<file path="src/shared/phy_bmc_params.svh">
// Offsets, bit positions, reset values and timing for the mode control block
`ifndef PHY_BMC_PARAMS_SVH
`define PHY_BMC_PARAMS_SVH

`define BMC_OFFSET        5'h00
`define BMC_BIT_RESET     15
`define BMC_BIT_LOOPBACK  14
`define BMC_BIT_SPEED     13
`define BMC_BIT_ANEG_EN   12
`define BMC_BIT_PWRDN     11
`define BMC_BIT_ISOLATE   10
`define BMC_BIT_RESTART   9
`define BMC_BIT_DUPLEX    8
`define BMC_BIT_COLTEST   7
`define BMC_RESERVED_MASK 16'h007F
`define BMC_RESET_VALUE   16'h3100
`define BMC_SOFT_RESET_CYCLES 16
`define BMC_DEAD_TIME_MS  720
`define BMC_CLK_KHZ       20000
`define BMC_DEAD_CYCLES   (`BMC_DEAD_TIME_MS * `BMC_CLK_KHZ)

`endif

</file>
<file path="src/shared/phy_bmc_pkg.sv">
// Types for the basic mode control register block
`default_nettype none
package phy_bmc_pkg;
	// Management access request
	typedef struct packed {
		logic        wr;
		logic        rd;
		logic [4:0]  addr;
		logic [15:0] wdata;
	} mgmt_req_t;

	// Negotiation outcome from the link engine
	typedef struct packed {
		logic speed_100;
		logic full_duplex;
	} aneg_result_t;

	// Control levels presented to the PHY core
	typedef struct packed {
		logic loopback;
		logic speed_100;
		logic aneg_en;
		logic power_down;
		logic isolate;
		logic full_duplex;
		logic col_test;
	} phy_ctrl_t;

	typedef enum logic [1:0] {
		RST_IDLE,
		RST_BUSY
	} soft_rst_state_t;
endpackage : phy_bmc_pkg
`default_nettype wire

</file>
<file path="src/phy_bmc_sticky.sv">
// Self-clearing control bit: set by write, held until the core acknowledges
`default_nettype none
module phy_bmc_sticky (
	input  wire logic clk_i,
	input  wire logic rst_n_i,
	input  wire logic set_i,
	input  wire logic done_i,
	output var  logic bit_o
);
	// Set wins over a completion arriving in the same cycle
	always_ff @(posedge clk_i or negedge rst_n_i) begin
		if (!rst_n_i) begin
			bit_o <= 1'b0;
		end else if (set_i) begin
			bit_o <= 1'b1;
		end else if (done_i) begin
			bit_o <= 1'b0;
		end
	end
endmodule : phy_bmc_sticky
`default_nettype wire

</file>
<file path="src/phy_basic_mode_control.sv">
// Basic mode control register of the embedded 10/100 PHY
`include "phy_bmc_params.svh"
`default_nettype none
module phy_basic_mode_control #(
	parameter int SOFT_RESET_CYCLES = `BMC_SOFT_RESET_CYCLES,
	parameter int DEAD_CYCLES       = `BMC_DEAD_CYCLES
) (
	input  wire logic                     clk_i,
	input  wire logic                     arst_n_i,
	input  wire phy_bmc_pkg::mgmt_req_t   req_i,
	input  wire phy_bmc_pkg::aneg_result_t aneg_i,
	input  wire logic                     aneg_started_i,
	input  wire logic                     tx_active_i,
	output var  logic [15:0]              rdata_o,
	output var  logic                     rvalid_o,
	output var  phy_bmc_pkg::phy_ctrl_t   ctrl_o,
	output var  logic                     aneg_restart_o,
	output var  logic                     soft_reset_o,
	output var  logic                     collision_o,
	output var  logic                     rx_blank_o
);
	// Refuse counts the 16-bit and 32-bit counters cannot serve
	if (SOFT_RESET_CYCLES < 1 || SOFT_RESET_CYCLES > 65535) begin : g_bad_rst
		$error("SOFT_RESET_CYCLES out of range");
	end
	if (DEAD_CYCLES < 1) begin : g_bad_dead
		$error("DEAD_CYCLES must be positive");
	end

	logic        rst_meta;
	logic        rst_n;
	logic        loopback;
	logic        speed_wr;
	logic        aneg_en;
	logic        pwrdn;
	logic        isolate;
	logic        duplex_wr;
	logic        col_test;
	logic        restart_bit;
	logic [15:0] rst_cnt;
	logic [31:0] dead_cnt;
	logic        loop_q;
	logic        hit_wr;
	logic        restart_set;
	logic        restart_clr;
	logic        speed_eff;
	logic        duplex_eff;
	logic [15:0] reg_view;
	phy_bmc_pkg::soft_rst_state_t rst_state;

	// Reset release through two flops
	always_ff @(posedge clk_i or negedge arst_n_i) begin
		if (!arst_n_i) begin
			rst_meta <= 1'b0;
			rst_n    <= 1'b0;
		end else begin
			rst_meta <= 1'b1;
			rst_n    <= rst_meta;
		end
	end

	assign hit_wr = req_i.wr && (req_i.addr == `BMC_OFFSET);

	// Software reset sequencing
	always_ff @(posedge clk_i or negedge rst_n) begin
		if (!rst_n) begin
			rst_state <= phy_bmc_pkg::RST_IDLE;
			rst_cnt   <= 16'h0000;
		end else begin
			unique case (rst_state)
				phy_bmc_pkg::RST_IDLE: begin
					if (hit_wr && req_i.wdata[`BMC_BIT_RESET]) begin
						rst_state <= phy_bmc_pkg::RST_BUSY;
						rst_cnt   <= 16'(SOFT_RESET_CYCLES - 1);
					end
				end
				phy_bmc_pkg::RST_BUSY: begin
					if (rst_cnt == 16'h0000) begin
						rst_state <= phy_bmc_pkg::RST_IDLE;
					end else begin
						rst_cnt <= rst_cnt - 16'h0001;
					end
				end
			endcase
		end
	end

	// Read/write control bits; soft reset restores defaults
	always_ff @(posedge clk_i or negedge rst_n) begin
		if (!rst_n) begin
			loopback  <= 1'b0;
			speed_wr  <= 1'b1;
			aneg_en   <= 1'b1;
			pwrdn     <= 1'b0;
			isolate   <= 1'b0;
			duplex_wr <= 1'b1;
			col_test  <= 1'b0;
		end else if (rst_state == phy_bmc_pkg::RST_BUSY) begin
			loopback  <= 1'b0;
			speed_wr  <= 1'b1;
			aneg_en   <= 1'b1;
			pwrdn     <= 1'b0;
			isolate   <= 1'b0;
			duplex_wr <= 1'b1;
			col_test  <= 1'b0;
		end else if (hit_wr && !req_i.wdata[`BMC_BIT_RESET]) begin
			loopback  <= req_i.wdata[`BMC_BIT_LOOPBACK];
			speed_wr  <= req_i.wdata[`BMC_BIT_SPEED];
			aneg_en   <= req_i.wdata[`BMC_BIT_ANEG_EN];
			pwrdn     <= req_i.wdata[`BMC_BIT_PWRDN];
			isolate   <= req_i.wdata[`BMC_BIT_ISOLATE];
			duplex_wr <= req_i.wdata[`BMC_BIT_DUPLEX];
			col_test  <= req_i.wdata[`BMC_BIT_COLTEST];
		end
	end

	// Restart only when negotiation is enabled; writing zero is ignored
	assign restart_set = hit_wr && !req_i.wdata[`BMC_BIT_RESET]
		&& req_i.wdata[`BMC_BIT_RESTART]
		&& req_i.wdata[`BMC_BIT_ANEG_EN]
		&& rst_state == phy_bmc_pkg::RST_IDLE;

	// Soft reset also returns a pending restart to its default
	assign restart_clr = aneg_started_i
		|| rst_state == phy_bmc_pkg::RST_BUSY;

	phy_bmc_sticky restart_flag (
		.clk_i   (clk_i),
		.rst_n_i (rst_n),
		.set_i   (restart_set),
		.done_i  (restart_clr),
		.bit_o   (restart_bit)
	);

	// Negotiated values override written ones while enabled
	assign speed_eff  = aneg_en ? aneg_i.speed_100 : speed_wr;
	assign duplex_eff = aneg_en ? aneg_i.full_duplex : duplex_wr;

	// Register view; reserved bits zero
	always_comb begin
		reg_view = 16'h0000;
		reg_view[`BMC_BIT_RESET]    = (rst_state == phy_bmc_pkg::RST_BUSY);
		reg_view[`BMC_BIT_LOOPBACK] = loopback;
		reg_view[`BMC_BIT_SPEED]    = speed_eff;
		reg_view[`BMC_BIT_ANEG_EN]  = aneg_en;
		reg_view[`BMC_BIT_PWRDN]    = pwrdn;
		reg_view[`BMC_BIT_ISOLATE]  = isolate;
		reg_view[`BMC_BIT_RESTART]  = restart_bit;
		reg_view[`BMC_BIT_DUPLEX]   = duplex_eff;
		reg_view[`BMC_BIT_COLTEST]  = col_test;
		reg_view = reg_view & ~`BMC_RESERVED_MASK;
	end

	// Read port answers even in power-down
	always_ff @(posedge clk_i or negedge rst_n) begin
		if (!rst_n) begin
			rdata_o  <= 16'h0000;
			rvalid_o <= 1'b0;
		end else begin
			rvalid_o <= req_i.rd;
			rdata_o  <= (req_i.rd && req_i.addr == `BMC_OFFSET)
				? reg_view : 16'h0000;
		end
	end

	// Control outputs to the PHY core
	always_ff @(posedge clk_i or negedge rst_n) begin
		if (!rst_n) begin
			ctrl_o         <= '0;
			aneg_restart_o <= 1'b0;
			soft_reset_o   <= 1'b0;
			collision_o    <= 1'b0;
		end else begin
			ctrl_o.loopback    <= loopback;
			ctrl_o.speed_100   <= speed_eff;
			ctrl_o.aneg_en     <= aneg_en;
			ctrl_o.power_down  <= pwrdn;
			ctrl_o.isolate     <= isolate;
			ctrl_o.full_duplex <= duplex_eff;
			ctrl_o.col_test    <= col_test;
			aneg_restart_o     <= restart_bit && aneg_en;
			soft_reset_o       <= (rst_state == phy_bmc_pkg::RST_BUSY);
			collision_o        <= col_test && tx_active_i;
		end
	end

	// Receive dead time after loopback entry at 100 Mbps
	always_ff @(posedge clk_i or negedge rst_n) begin
		if (!rst_n) begin
			loop_q     <= 1'b0;
			dead_cnt   <= 32'h0000_0000;
			rx_blank_o <= 1'b0;
		end else begin
			loop_q <= loopback;
			if (loopback && !loop_q && speed_eff) begin
				dead_cnt   <= 32'(DEAD_CYCLES);
				rx_blank_o <= 1'b1;
			end else if (dead_cnt != 32'h0000_0000) begin
				dead_cnt   <= dead_cnt - 32'h0000_0001;
				rx_blank_o <= (dead_cnt != 32'h0000_0001);
			end else begin
				rx_blank_o <= 1'b0;
			end
		end
	end
endmodule : phy_basic_mode_control
`default_nettype wire

</file>
<file path="config.mk">
export PLATFORM = sky130hd
export DESIGN_NAME = phy_basic_mode_control
export DESIGN_NICKNAME = d
export VERILOG_FILES = /design/src/shared/phy_bmc_pkg.sv /design/src/phy_bmc_sticky.sv /design/src/phy_basic_mode_control.sv
export VERILOG_INCLUDE_DIRS = /design/src /design/src/shared
export SDC_FILE = /design/constraint.sdc
export NUM_CORES = 1
export LEC_CHECK = 0
export ABC_AREA = 1
export BUFFER_PORTS_ARGS = -buffer_cell sky130_fd_sc_hd__buf_2
export CAP_MARGIN = 30
export CORE_MARGIN = 5
export CORE_UTILIZATION = 62
export DETAILED_ROUTE_END_ITERATION = 6
export GPL_TIMING_DRIVEN = 0
export MAX_ROUTING_LAYER = met4
export PLACE_DENSITY = 0.95
export SLEW_MARGIN = 40
export SYNTH_ARGS = -nofsm -noshare
export SYNTH_HDL_FRONTEND = slang
export SYNTH_SLANG_ARGS = --single-unit
export TNS_END_PERCENT = 100
</file>
<file path="constraint.sdc">
create_clock -name clk_i -period 3.51 [get_ports clk_i]
set_input_delay 0.1755 -clock clk_i [delete_from_list [all_inputs] [get_ports clk_i]]
set_output_delay 0.1755 -clock clk_i [all_outputs]
set_load 0.02 [all_outputs]
</file>
==> results.sh <==
export IMPL_ys_ff_latch=80
export IMPL_grtUsageMet2_pct=47.2
export IMPL_cp_cell_sequence="inv_1 -> ha_1 -> nand2_2 -> nor2_4 -> nand2_4 -> inv_2 -> nand2_1 -> nand3b_1 -> nand3_1"
export IMPL_diodes=0
export IMPL_crit_path_end_kind="register"
export IMPL_yosys_warnings=0
export IMPL_hpwl_um=7410
export IMPL_comb_power_share_pct=3.0
export IMPL_grt_pass1_wl_um=18500
export IMPL_io_pins=57
export IMPL_period_minus_slack_ns=1.94
export IMPL_stdcell_area_um2=4990
export IMPL_ff2ff_setup_slack_ns=1.57
export IMPL_clk_path_buf_depth=2
export IMPL_fin_worst_skew_ns=0.00665
export IMPL_yosysUniqueCellTypes=38
export IMPL_path_buf_inv=2
export IMPL_cp_arrival_ns=2.18
export IMPL_leakagePower_nw=2.54
export IMPL_place_congestion=0.949
export IMPL_die_y_um=93.8
export IMPL_cts_buffers=9
export IMPL_synth_area_top_cells="dfrtp_1 (44%), nand2_1 (10%), nor2_1 (7.9%)"
export IMPL_start_util_pct=63.7
export IMPL_drive_above_1_share_pct=22.4
export IMPL_path_delay_family="simple AND/OR/NAND/NOR gates"
export IMPL_avgViaCountPerCell=5.57
export IMPL_reg2regPathDepth=9
export IMPL_timing_rr_end="dead_cnt[17]$_DFFE_PN0P_"
export IMPL_place_area_um2=4730
export IMPL_synthFlopType="dfrtp_1"
export IMPL_clock_power_share_pct=44.8
export IMPL_synth_top_area_cell="dfrtp_1"
export IMPL_drtIter0Drc=306
export IMPL_met3_usage_pct=7.29
export IMPL_fillers=466
export IMPL_peakVddDrop_mv=0.252
export IMPL_overflow=0
export IMPL_synth_top_area_share_pct=44.3
export IMPL_die_area_um2=8790
export IMPL_fmax_mhz=515
export IMPL_synth_edf_count=0
export IMPL_p_sw_w=0.000424
export IMPL_num_rows=30
export IMPL_core_area_um2=6830
export IMPL_drt_pass1_iter_count=5
export IMPL_async_reset_ff_share_pct=100
export IMPL_worst_ep_required_time_ns=3.75
export IMPL_seq_power_share_pct=52.2
export IMPL_max_cap_violations=0
export IMPL_grt_pass1_vias=4072
export IMPL_post_cts_buffers=0
export IMPL_internal_power_w=0.00136
export IMPL_route_detailed_drc=0
export IMPL_syn_inst=548
export IMPL_start_kind="register"
export IMPL_die_x_um=93.8
export IMPL_htree_num_levels=3
export IMPL_hold_path_end="collision_o$_DFF_PN0_"
export IMPL_grt_usage_pct=27.3
export IMPL_hold_class="in2reg"
export IMPL_final_cell_mix="nand2_1 (116), nor2_1 (92), dfrtp_1 (76)"
export IMPL_post_cts_resized=0
export IMPL_cp_max_fo=7
export IMPL_antenna_found_initial=0
export IMPL_timing_hold_ws_ns=0.0391
export IMPL_status="finished, final reports clean"
export IMPL_ys_seq_area_share_pct=46.1
export IMPL_hold_violations=0
export IMPL_busiest_layer="met2"
export IMPL_grt_use_met1_pct=29.6
export IMPL_finalCritPeriodShare_pct=55.3
export IMPL_final_common_cell="nand2_1"
export IMPL_finalNetCount=644
export IMPL_cpPeakStageDelay_ns=0.37
export IMPL_avgSynthCellArea_um2=7.94
export IMPL_vias=3967
export IMPL_worstSetupPathType="reg2reg"
export IMPL_powerDensity_nw_per_um2=358
export IMPL_portBuffers=42
export IMPL_drv_slew=0
export IMPL_cts_tree="yes"
export IMPL_grt_setup_unrepaired="false"
export IMPL_wl_per_cell_um=15.2
export IMPL_grt_max_degree=48
export IMPL_clock_sinks=80
export IMPL_drt_total_wl_um=10900
export IMPL_clock_root_buffer="clkbuf_8"
export IMPL_min_delay_path_depth=3
export IMPL_antenna_left=0
export IMPL_reg2reg_from="dead_cnt[1]$_DFFE_PN0P_"
export IMPL_tns_ns=0
export IMPL_swShare_pct=23.7
export IMPL_finalSetupViolations=0
export IMPL_area_growth_pct=14.7
export IMPL_clock_latency_ns=0.36
export IMPL_hp_start="tx_active_i"
export IMPL_ff_latch_area_um2=2010
export IMPL_slowest_stage="dfrtp_1"
export IMPL_synth_area_um2=4350
export IMPL_clkTransAtPathRegs_ns=0.09
export IMPL_multi_input_area_um2=2010
[cell type report]
cell class / instances / area share, %
buffer: 14 / 1.98
clock buffer: 9 / 2.48
clock inverter: 7 / 2.18
inverter: 67 / 5.29
multi-input combinational: 393 / 40.2
sequential: 80 / 40.3
tap: 96 / 2.41
timing repair buffer: 46 / 5.21
[sequential cells by signal (all words and copies together) (netlist names)]
name                cells
ctrl_o                  6
soft_reset_o            1
rx_blank_o              1
col_test                1
loop_q                  1
rst_state               1
dead_cnt               32
aneg_restart_o          1
speed_wr                1
collision_o             1
loopback                1
rst_cnt                16
duplex_wr               1
rst_n                   1
restart_flag.bit_o      1
isolate                 1
rvalid_o                1
rst_meta                1
pwrdn                   1
aneg_en                 1
rdata_o                 9
[power groups by stage]
stage	clock network, W	logic (W)	registers, W
2_1_floorplan	0	0.0000174	0.000959
3_3_place_gp	0	0.0000350	0.000960
3_5_place_dp	0	0.0000489	0.000951
4_1_cts	0.000803	0.0000521	0.000933
5_1_grt	0.000850	0.0000578	0.000935
6_report	0.000801	0.0000534	0.000933
[cells in the mapped netlist, types with 2 or more instances]
| cell | n |
|---|---|
| o21ai_1 | 7 |
| nand3_1 | 40 |
| nor2_1 | 92 |
| nor2_4 | 3 |
| nand2_4 | 2 |
| nand4_1 | 11 |
| ha_1 | 4 |
| a21oi_1 | 11 |
| nand2_2 | 13 |
| nor3b_1 | 3 |
| xor2_1 | 9 |
| o21ai_2 | 3 |
| buf_4 | 9 |
| o21bai_1 | 8 |
| nor3_1 | 8 |
| nand2_1 | 116 |
| inv_1 | 58 |
| inv_2 | 8 |
| dfrtp_1 | 77 |
| dfstp_2 | 3 |
| buf_2 | 4 |
| o21ai_0 | 12 |
| nor2_2 | 22 |
| conb_1 | 2 |
| or2_0 | 4 |
| nand3b_1 | 5 |
| nor2_8 | 3 |
[repair_timing]
item                                   4_1_cts  5_1_grt
setup endpoints to repair                    0        0
hold buffers                                 3        0
endpoints found under the hold margin        4        0
[tightest hold or removal path: cells and delay by family]
family | cells | cell delay [ns]
buffers and inverters | 2 | 0.13
AND/OR/NAND/NOR | 1 | 0.05
[stage by stage]
stage               util [%]  power, W  cells  setup WS (ns)
global placement        68.9  0.000995    692          0.349
finish                  73.1   0.00179    712           1.57
global route            73.1   0.00184    712           1.43
floorplan                  -  0.000976    554           1.12
detailed placement      69.2   0.00100    693           1.67
CTS                     73.1   0.00179    712           1.59
[logic make-up (layout without fill, tap and decap cells)]
family	count (synthesis)	in the layout	share of synthesized area, %
buf+inv	81	143	8.34
xor+xnor	9	9	1.81
flops	80	80	46.1
compound gates	43	43	5.75
other cells	2	8	0.173
simple gates	329	329	36.7
fa+ha+maj	4	4	1.15
[routing by layer]
metal  routed length (um)  part of all wire, %
met1                 4050                   37
met2                 5620                   52
met3                  823                  7.6
met4                  364                  3.4
met5                    0                    0
[how the worst max path moves through the flow]
stage / from / end / slack, ns / depth (start not counted)
floorplan: rst_n$_DFF_PN0_ / aneg_restart_o$_DFF_PN0_ / 1.12 / 0
global placement: rst_n$_DFF_PN0_ / rst_cnt[14]$_DFFE_PN0P_ / 0.35 / 0
detailed placement: dead_cnt[1]$_DFFE_PN0P_ / dead_cnt[21]$_DFFE_PN0P_ / 1.67 / 9
CTS: dead_cnt[1]$_DFFE_PN0P_ / dead_cnt[17]$_DFFE_PN0P_ / 1.59 / 9
global route: dead_cnt[1]$_DFFE_PN0P_ / dead_cnt[17]$_DFFE_PN0P_ / 1.43 / 9
finish: dead_cnt[1]$_DFFE_PN0P_ / dead_cnt[17]$_DFFE_PN0P_ / 1.57 / 9
No activity file was read; power rests on OpenSTA's default activity.
